==> config.mk <==
export PLATFORM = sky130hd
export DESIGN_NAME = pba_master_flat
export DESIGN_NICKNAME = d
export VERILOG_FILES = /design/src/design/pba_pkg.sv /design/src/design/pba_bus_if.sv /design/src/design/pba_master.sv /design/src/flat_wrapper.sv
export VERILOG_INCLUDE_DIRS = /design/src /design/src/design
export SDC_FILE = /design/constraint.sdc
export NUM_CORES = 1
export LEC_CHECK = 0
export BUFFER_PORTS_ARGS = -buffer_cell sky130_fd_sc_hd__buf_2
export CAP_MARGIN = 40
export CORE_ASPECT_RATIO = 1.5
export CORE_MARGIN = 2
export CORE_UTILIZATION = 53
export DETAILED_ROUTE_END_ITERATION = 8
export PLACE_DENSITY = 0.81
export RECOVER_POWER = 100
export SLEW_MARGIN = 20
export SYNTH_ARGS = -nofsm -noshare
export SYNTH_HDL_FRONTEND = slang
export SYNTH_SLANG_ARGS = --single-unit
==> constraint.sdc <==
create_clock -name clk -period 2.1 [get_ports clk]
set_input_delay 0.105 -clock clk [delete_from_list [all_inputs] [get_ports clk]]
set_output_delay 0.105 -clock clk [all_outputs]
set_load 0.02 [all_outputs]
==> src/design/pba_params.svh <==
`ifndef PBA_PARAMS_SVH
`define PBA_PARAMS_SVH
`define PBA_NMASTERS    4
`define PBA_SLOT_IDX    0
`define PBA_BRIDGE_IDX  3
`define PBA_AD_W        32
`define PBA_ADDR_STEP   32'h0000_0004
`define PBA_BEAT_W      8
`define PBA_CFG_ADDR_CYCLE 4'hB
`define PBA_CFG_TAG_W   4
`define PBA_HOLD_W      2
`define PBA_GNT_HOLD    2'h2
`endif

==> src/design/pba_pkg.sv <==
package pba_pkg;
  `include "pba_params.svh"
  typedef logic [`PBA_NMASTERS-1:0] pba_vec_t;
  typedef logic [`PBA_AD_W-1:0]     pba_word_t;
  typedef enum logic [1:0] {
    PBA_M_IDLE = 2'b00,
    PBA_M_WAIT = 2'b01,
    PBA_M_ADDR = 2'b10,
    PBA_M_DATA = 2'b11
  } pba_mstate_t;
endpackage : pba_pkg

==> src/design/pba_bus_if.sv <==
`timescale 1ns/10ps
`default_nettype none
interface pba_bus_if;
  import pba_pkg::*;
  pba_vec_t  req;
  pba_vec_t  gnt;
  logic      frame;
  logic      frame_oe_n;
  pba_word_t ad;
  logic      ad_oe_n;
  logic      pme_n;
  logic      in_use;
  modport arbiter (input req, frame, frame_oe_n, pme_n, output gnt);
  modport master  (input gnt, in_use, output req, frame, frame_oe_n, ad, ad_oe_n, pme_n);
endinterface : pba_bus_if
`default_nettype wire

==> src/design/pba_master.sv <==
`timescale 1ns/10ps
`default_nettype none
`include "pba_params.svh"
module pba_master
  import pba_pkg::*;
#(
  parameter int IDX = `PBA_SLOT_IDX
)(
  input  wire logic            clk,
  input  wire logic            rst,
  pba_bus_if.master            bus,
  input  wire logic            start,
  input  wire pba_word_t       addr,
  input  wire logic [`PBA_BEAT_W-1:0] beats,
  input  wire logic            cfg,
  input  wire logic            pme_req,
  output logic                 busy,
  output var pba_word_t        cur_addr
);
  typedef struct packed {
    pba_mstate_t         state;
    logic                req;
    logic                frame;
    pba_word_t           ad;
    pba_word_t           addr;
    logic [`PBA_BEAT_W-1:0] left;
    logic                pme;
  } pba_mst_st_t;

  pba_mst_st_t st_reg;
  pba_mst_st_t st_next;
  logic        mine;

  assign mine = bus.gnt[IDX];

  always_comb begin
    st_next     = st_reg;
    st_next.pme = pme_req;
    case (st_reg.state)
      PBA_M_IDLE: begin
        if (start) begin
          st_next.addr = addr;
          st_next.left = (beats == '0) ? `PBA_BEAT_W'(1) : beats;
          // owner still waits for the previous burst to clear the bus
          if (mine && !bus.in_use) st_next.state = PBA_M_ADDR;
          else begin
            st_next.req   = 1'b1;
            st_next.state = PBA_M_WAIT;
          end
        end
      end
      PBA_M_WAIT: begin
        if (mine && !bus.in_use) begin
          st_next.req   = 1'b0;
          st_next.state = PBA_M_ADDR;
        end
      end
      PBA_M_ADDR: begin
        // grant moved at the launch edge: back off and ask again
        if (!mine) begin
          st_next.req   = 1'b1;
          st_next.state = PBA_M_WAIT;
        end else begin
          st_next.frame = 1'b1;
          // config cycles carry a type-one style address tag in the low bits
          st_next.ad    = cfg ? {st_reg.addr[`PBA_AD_W-1:`PBA_CFG_TAG_W], `PBA_CFG_ADDR_CYCLE}
                              : st_reg.addr;
          st_next.state = PBA_M_DATA;
        end
      end
      PBA_M_DATA: begin
        // frame stays up through the last beat
        if (st_reg.left == '0) begin
          st_next.frame = 1'b0;
          st_next.state = PBA_M_IDLE;
        end else begin
          st_next.ad   = st_reg.addr;
          st_next.addr = st_reg.addr + `PBA_ADDR_STEP;
          st_next.left = st_reg.left - `PBA_BEAT_W'(1);
        end
      end
      default: st_next.state = PBA_M_IDLE;
    endcase
  end

  always_ff @(posedge clk) begin
    if (rst) st_reg <= '0;
    else     st_reg <= st_next;
  end

  always_comb begin
    bus.req      = '0;
    bus.req[IDX] = st_reg.req;
  end
  assign bus.frame      = st_reg.frame;
  assign bus.frame_oe_n = ~st_reg.frame;
  assign bus.ad         = st_reg.ad;
  assign bus.ad_oe_n    = ~st_reg.frame;
  assign bus.pme_n      = ~st_reg.pme;
  assign busy           = (st_reg.state != PBA_M_IDLE);
  assign cur_addr       = st_reg.addr;
endmodule : pba_master
`default_nettype wire

==> src/flat_wrapper.sv <==
// flat-port wrapper written by rule: the top's interface ports become plain ports
module pba_master_flat import pba_pkg::*;
#(
  parameter int IDX = `PBA_SLOT_IDX
)
  (clk, rst, start, addr, beats, cfg, pme_req, busy, cur_addr, bus_gnt, bus_in_use, bus_req, bus_frame, bus_frame_oe_n, bus_ad, bus_ad_oe_n, bus_pme_n);
  pba_bus_if bus_i ();
  input  wire logic clk;
  input  wire logic rst;
  input  wire logic start;
  input  wire pba_word_t addr;
  input  wire logic [`PBA_BEAT_W-1:0] beats;
  input  wire logic cfg;
  input  wire logic pme_req;
  output logic busy;
  output var pba_word_t cur_addr;
  input wire logic [$bits(bus_i.gnt)-1:0] bus_gnt;
  input wire logic [$bits(bus_i.in_use)-1:0] bus_in_use;
  output wire logic [$bits(bus_i.req)-1:0] bus_req;
  output wire logic [$bits(bus_i.frame)-1:0] bus_frame;
  output wire logic [$bits(bus_i.frame_oe_n)-1:0] bus_frame_oe_n;
  output wire logic [$bits(bus_i.ad)-1:0] bus_ad;
  output wire logic [$bits(bus_i.ad_oe_n)-1:0] bus_ad_oe_n;
  output wire logic [$bits(bus_i.pme_n)-1:0] bus_pme_n;
  assign bus_i.gnt = bus_gnt;
  assign bus_i.in_use = bus_in_use;
  assign bus_req = bus_i.req;
  assign bus_frame = bus_i.frame;
  assign bus_frame_oe_n = bus_i.frame_oe_n;
  assign bus_ad = bus_i.ad;
  assign bus_ad_oe_n = bus_i.ad_oe_n;
  assign bus_pme_n = bus_i.pme_n;
  pba_master #(.IDX(IDX)) u_core (.clk(clk), .rst(rst), .bus(bus_i), .start(start), .addr(addr), .beats(beats), .cfg(cfg), .pme_req(pme_req), .busy(busy), .cur_addr(cur_addr));
endmodule
# Yosys cells after proc, flatten, opt, wreduce, memory -nomap -nowiden
# Index checks and enable logic that the tools add are counted.
# word_totals
ff_bits	77
out_inout_bits	73
elab_cells	52
# op_classes
add_sub_neg	2
n_eq_ne	10
n_mux	17
bitwise_logic	2
n_reduce_logical	14
# op_table
op	n
$pmux W40 S2	1
$mux W72	1
$pmux W33 S2	1
$mux W40	1
$mux W33	1
$add A32 B3 Y32 const B	1
$logic_not A8 Y1	2
$reduce_and A3 Y1	4
$ne A2 B2 Y1 const B	5
$mux W8	1
$pmux W2 S4	1
$sub A8 B1 Y8 const B	1
$mux W2	3
$mux W3	2
$reduce_bool A2 Y1	3
$reduce_and A5 Y1	1
$eq A2 B2 Y1 const B	2
$mux W4	1
$ne A2 B1 Y1 const B	2
$mux W1	3
$pmux W1 S3	1
$reduce_bool A3 Y1	1
$eq A2 B1 Y1 const B	1
$logic_not A2 Y1	1
3 further kinds	4

# Depth between registers and ports, before layout
# depth
word_depth	5
depth_mapped	9
depth_no_buf	7

# Worst setup path after synthesis
# OpenSTA, ideal clock, no wires.
# synth_timing
path_kind	register to register
start	register u_core.st_reg[76] (netlist name)
end	register u_core.st_reg (netlist bit u_core.cur_addr[21])
setup_time_ns	0.074
arrival_time_ns	1.811
t_required_ns	2.026
path_slack_ns	0.215
stages_incl_launch_ff	8
path_buffers	2
cell_sequence	dfxtp_1 > or3b_1 > buf_2 > a32o_1 > buf_2 > or3_1 > mux2_2 > a31oi_1
# synth_between
elab_chain_cells	3
elab_cells_between_ends	7
classes_between	eq/ne (3); mux (1); reduce/logical (3)
# synth_lines
item	line	text
start, declared	pba_master.sv:30	pba_mst_st_t st_reg;
start signal, assigned	pba_master.sv:88	else st_reg <= st_next;
$eq A2 B2 Y1 or $logic_not A2 Y1 (tied branches)	pba_master.sv:39	case (st_reg.state)
$ne A2 B2 Y1 (no source line) or $reduce_bool A2 Y1 (tied branches)	n/a	
$reduce_and A3 Y1 (no source line)	n/a	
# Several ways; a longest one is shown, not always the timed one.
# A chain may end at the register's enable or synchronous reset.

# Final worst setup path
# layout_timing
start	register u_core.st_reg (netlist bit u_core.cur_addr[18])
end	register u_core.st_reg (netlist bit u_core.cur_addr[29])
# layout_between
elab_chain_cells	3
# layout_lines
item	line	text
$add A32 B3 Y32 (no source line)	n/a	
$mux W72	pba_master.sv:73	if (st_reg.left == '0) begin
$pmux W40 S2	pba_master.sv:39	
# Every way passes these cells. The select of a mux whose other input is x is not followed.

==> run metrics <==
status finished, final reports clean; Detail Route Antenna Nets 0; Synth Area per Inst 7.41 µm²; critical-path maximum fanout 5; IO Count 123; Pre-antenna DRT Iters 6; Crit Path Class flip-flop to flip-flop; synth warn 0; port bufs 116; Design Area, Final 0.00514 mm²; share of cells above drive strength 1 18.5%; die area 0.00909 mm²; Switch Pwr 0.00114 W; Hold Slack 0.0218 ns; H-tree Lvls 3; antenna violations before repair 0; clock root cell clkbuf_16; Critical Path, Cell by Cell nand3_1 > nor4_2 > nand3_1 > or4_1 > o211ai_1; Vias 4542; Initial DRC Count 364; internal power 0.00304 W; Starting Density 54.8%; CP peak stage delay 0.54 ns; Post-Layout Cell Count 776; setup bufs post-CTS 0; clock latency on the worst-skew pair 0.33 ns; antenna cells 0; Wirelength per Cell 15.9 µm; critical path's slowest cell or4_1; grt ovf 0; Worst Max-Slew Pin Slew 0.655 ns; DP Area 0.00487 mm²; clock share of power 43.8%; DPL Wire Length 8750 µm; Critical Path Most Common Cell nand3_1; gpl congestion 0.966; Leak 1.95 nW; area delta synth->final 16.4%; TNS Setup 0 ns; pin count of the biggest net entering global routing 82; part of the power in registers 39.1%; minimum clock period 2.02 ns; number of global-route vias before repair 4139; Num CTS Buffers 9; Syn Std Cell Area 0.00441 mm²; CTS tree done; ys async rst share 0%; CP startpoint kind flip-flop; Cell Pwr Density 813 mW/mm²; Main synth FF type dfxtp_1; count of different cell masters after synthesis 56; DP Cell Count 759; Total Nets Final 719; DRC 0; post-synthesis sequential area ratio 34.9%; Max Root-Sink Buffers 2; final hold violation count 0; period utilization 96.4%; Global Route Usage Sum 27.0%; Switching Fraction 27.2%; Seq cells post-synth 77; row count 40; Fin Clk Skew 0.00616 ns; Min-Delay Path Class input port to flip-flop; Syn Inst Count 596; relative slew slack 55.9%; # setup viols final 0; max-slew violation count 0; fmax 494 MHz; CP Capture Type flip-flop; Crit path required time 2.36 ns; Worst VDD drop 0.527 mV; Critical Path AT 2.28 ns; Routed WL 12300 µm; Post-synth EDFFs 0; max-cap check violation count 0; Comb pwr share 17.0%; first-pass GRT wire length 19600 µm; crit path setup slack, layout 0.0757 ns; Die Height 116 µm; core area 0.00806 mm²; Sink Count 77; die outline width 78.5 µm; clk slew on worst S/H paths 0.06 ns; routed vias/inst 5.85; Place WS 0.0810 ns
-- power groups by stage --
| stage | Clock, W | Sequential, W | Combinational, W |
|---|---|---|---|
| global route | 0.00191 | 0.00164 | 0.000778 |
| floorplan | 0 | 0.00165 | 0.000518 |
| CTS | 0.00185 | 0.00163 | 0.000730 |
| detailed placement | 0 | 0.00166 | 0.000723 |
| global placement | 0 | 0.00165 | 0.000706 |
| finish | 0.00183 | 0.00163 | 0.000712 |
-- per-layer routing --
metal	GRT usage (%)	wire [µm]	vias to the layer above
met4	12.0	368	0
li1	-	-	2170
met2	47.9	6200	232
met3	4.28	788	42
met1	32.1	4950	2098
met5	0	0	-
-- logic make-up after synthesis --
kind of cell               Yosys count  share of synthesized area, %
DFF                                 77                          34.9
adders and majority gates            3                         0.850
buffers and inverters              118                          16.2
muxes                                1                         0.255
and+or+nand+nor                    245                          26.5
other                                1                        0.0850
AOI/OAI and AO/OA                  151                          21.2
-- what timing repair did --
| action | 4_1_cts | 5_1_grt |
|---|---|---|
| setup endpoints to repair | 0 | 59 |
| hold buffers | 1 | 0 |
| hold endpoints to repair | 1 | 0 |
| gates resized for setup | 0 | 5 |
-- final timing paths --
kind,start,cells past startpoint,slack [ns],endpoint
max,u_core.cur_addr[18],5,0.08,u_core.cur_addr[29]
min,addr[1],3,0.02,u_core.cur_addr[1]
max reg2reg,u_core.cur_addr[18],5,0.08,u_core.cur_addr[29]
min reg2reg,u_core.bus.ad[28],2,0.45,u_core.bus.ad[28]
-- layout make-up --
cell class,instances,area [µm²]
multi-input cells,403,2190
clock inverters,5,106
inverters,8,30.0
well taps,105,131
repair buffers,167,892
clock buffers,11,253
flip-flops and latches,77,1540
fillers,761,2920
-- synthesized netlist by cell type, types with 4 or more instances --
library cell	instances	area, µm²
nand2b_1	4	25.0
nor2b_1	4	25.0
nand2_1	96	360
nand3_1	19	95.1
or3_1	4	25.0
nor4_1	6	37.5
buf_2	10	50.1
a21oi_1	66	330
nor3b_1	7	52.6
and3_1	10	62.6
clkbuf_1	28	105
inv_1	8	30.0
nor3_1	18	90.1
a22oi_1	4	30.0
nand4_1	9	56.3
buf_4	69	518
o21ai_0	25	125
a31oi_1	13	81.3
dfxtp_1	77	1540
nor2_1	48	180
and2_1	5	31.3
a21o_1	4	30.0
or4_1	4	30.0
-- through the flow --
| step | total power, W | utilization, % |
|---|---|---|
| 2_1_floorplan | 0.00217 | - |
| 3_3_place_gp | 0.00236 | 60.4 |
| 3_5_place_dp | 0.00238 | 60.4 |
| 4_1_cts | 0.00421 | 65.0 |
| 5_1_grt | 0.00433 | 63.8 |
| 6_report | 0.00418 | 63.8 |
-- critical path: cells and delay by family, from the launching register on --
kind	cells	cell delay (ns)
AOI/OAI and AO/OA	1	0.11
DFF	1	0.46
and+or+nand+nor	4	1.37
-- cells in the final DEF (no fill, tap or decap), types with 3 or more instances in the layout --
cell       Yosys  final
and3_1        10     10
and2_1         5      6
or3_1          4      4
o41ai_1        3      3
ha_1           3      3
nand4_1        9      9
dfxtp_1       77     77
clkbuf_1      28     73
nand2b_1       4      3
buf_4         69     39
nor3b_1        7      6
bufinv_16      0      3
a22oi_1        4      4
nor4_1         6      5
nand2_1       96     95
a21o_1         4      4
a31oi_1       13     13
nor2_1        48     48
clkbuf_16      0      9
o211ai_1       3      3
buf_2         10     49
nand3b_1       3      3
nor3_1        18     18
a21oi_1       66     65
buf_12         0      3
a211oi_1       3      3
nand3_1       19     19
nor2b_1        4      4
nor4_2         3      4
conb_1         1      3
or4_1          4      4
inv_1          8      8
a31o_2         3      3
o21ai_0       25     25
(Power assumes the default switching activity.)
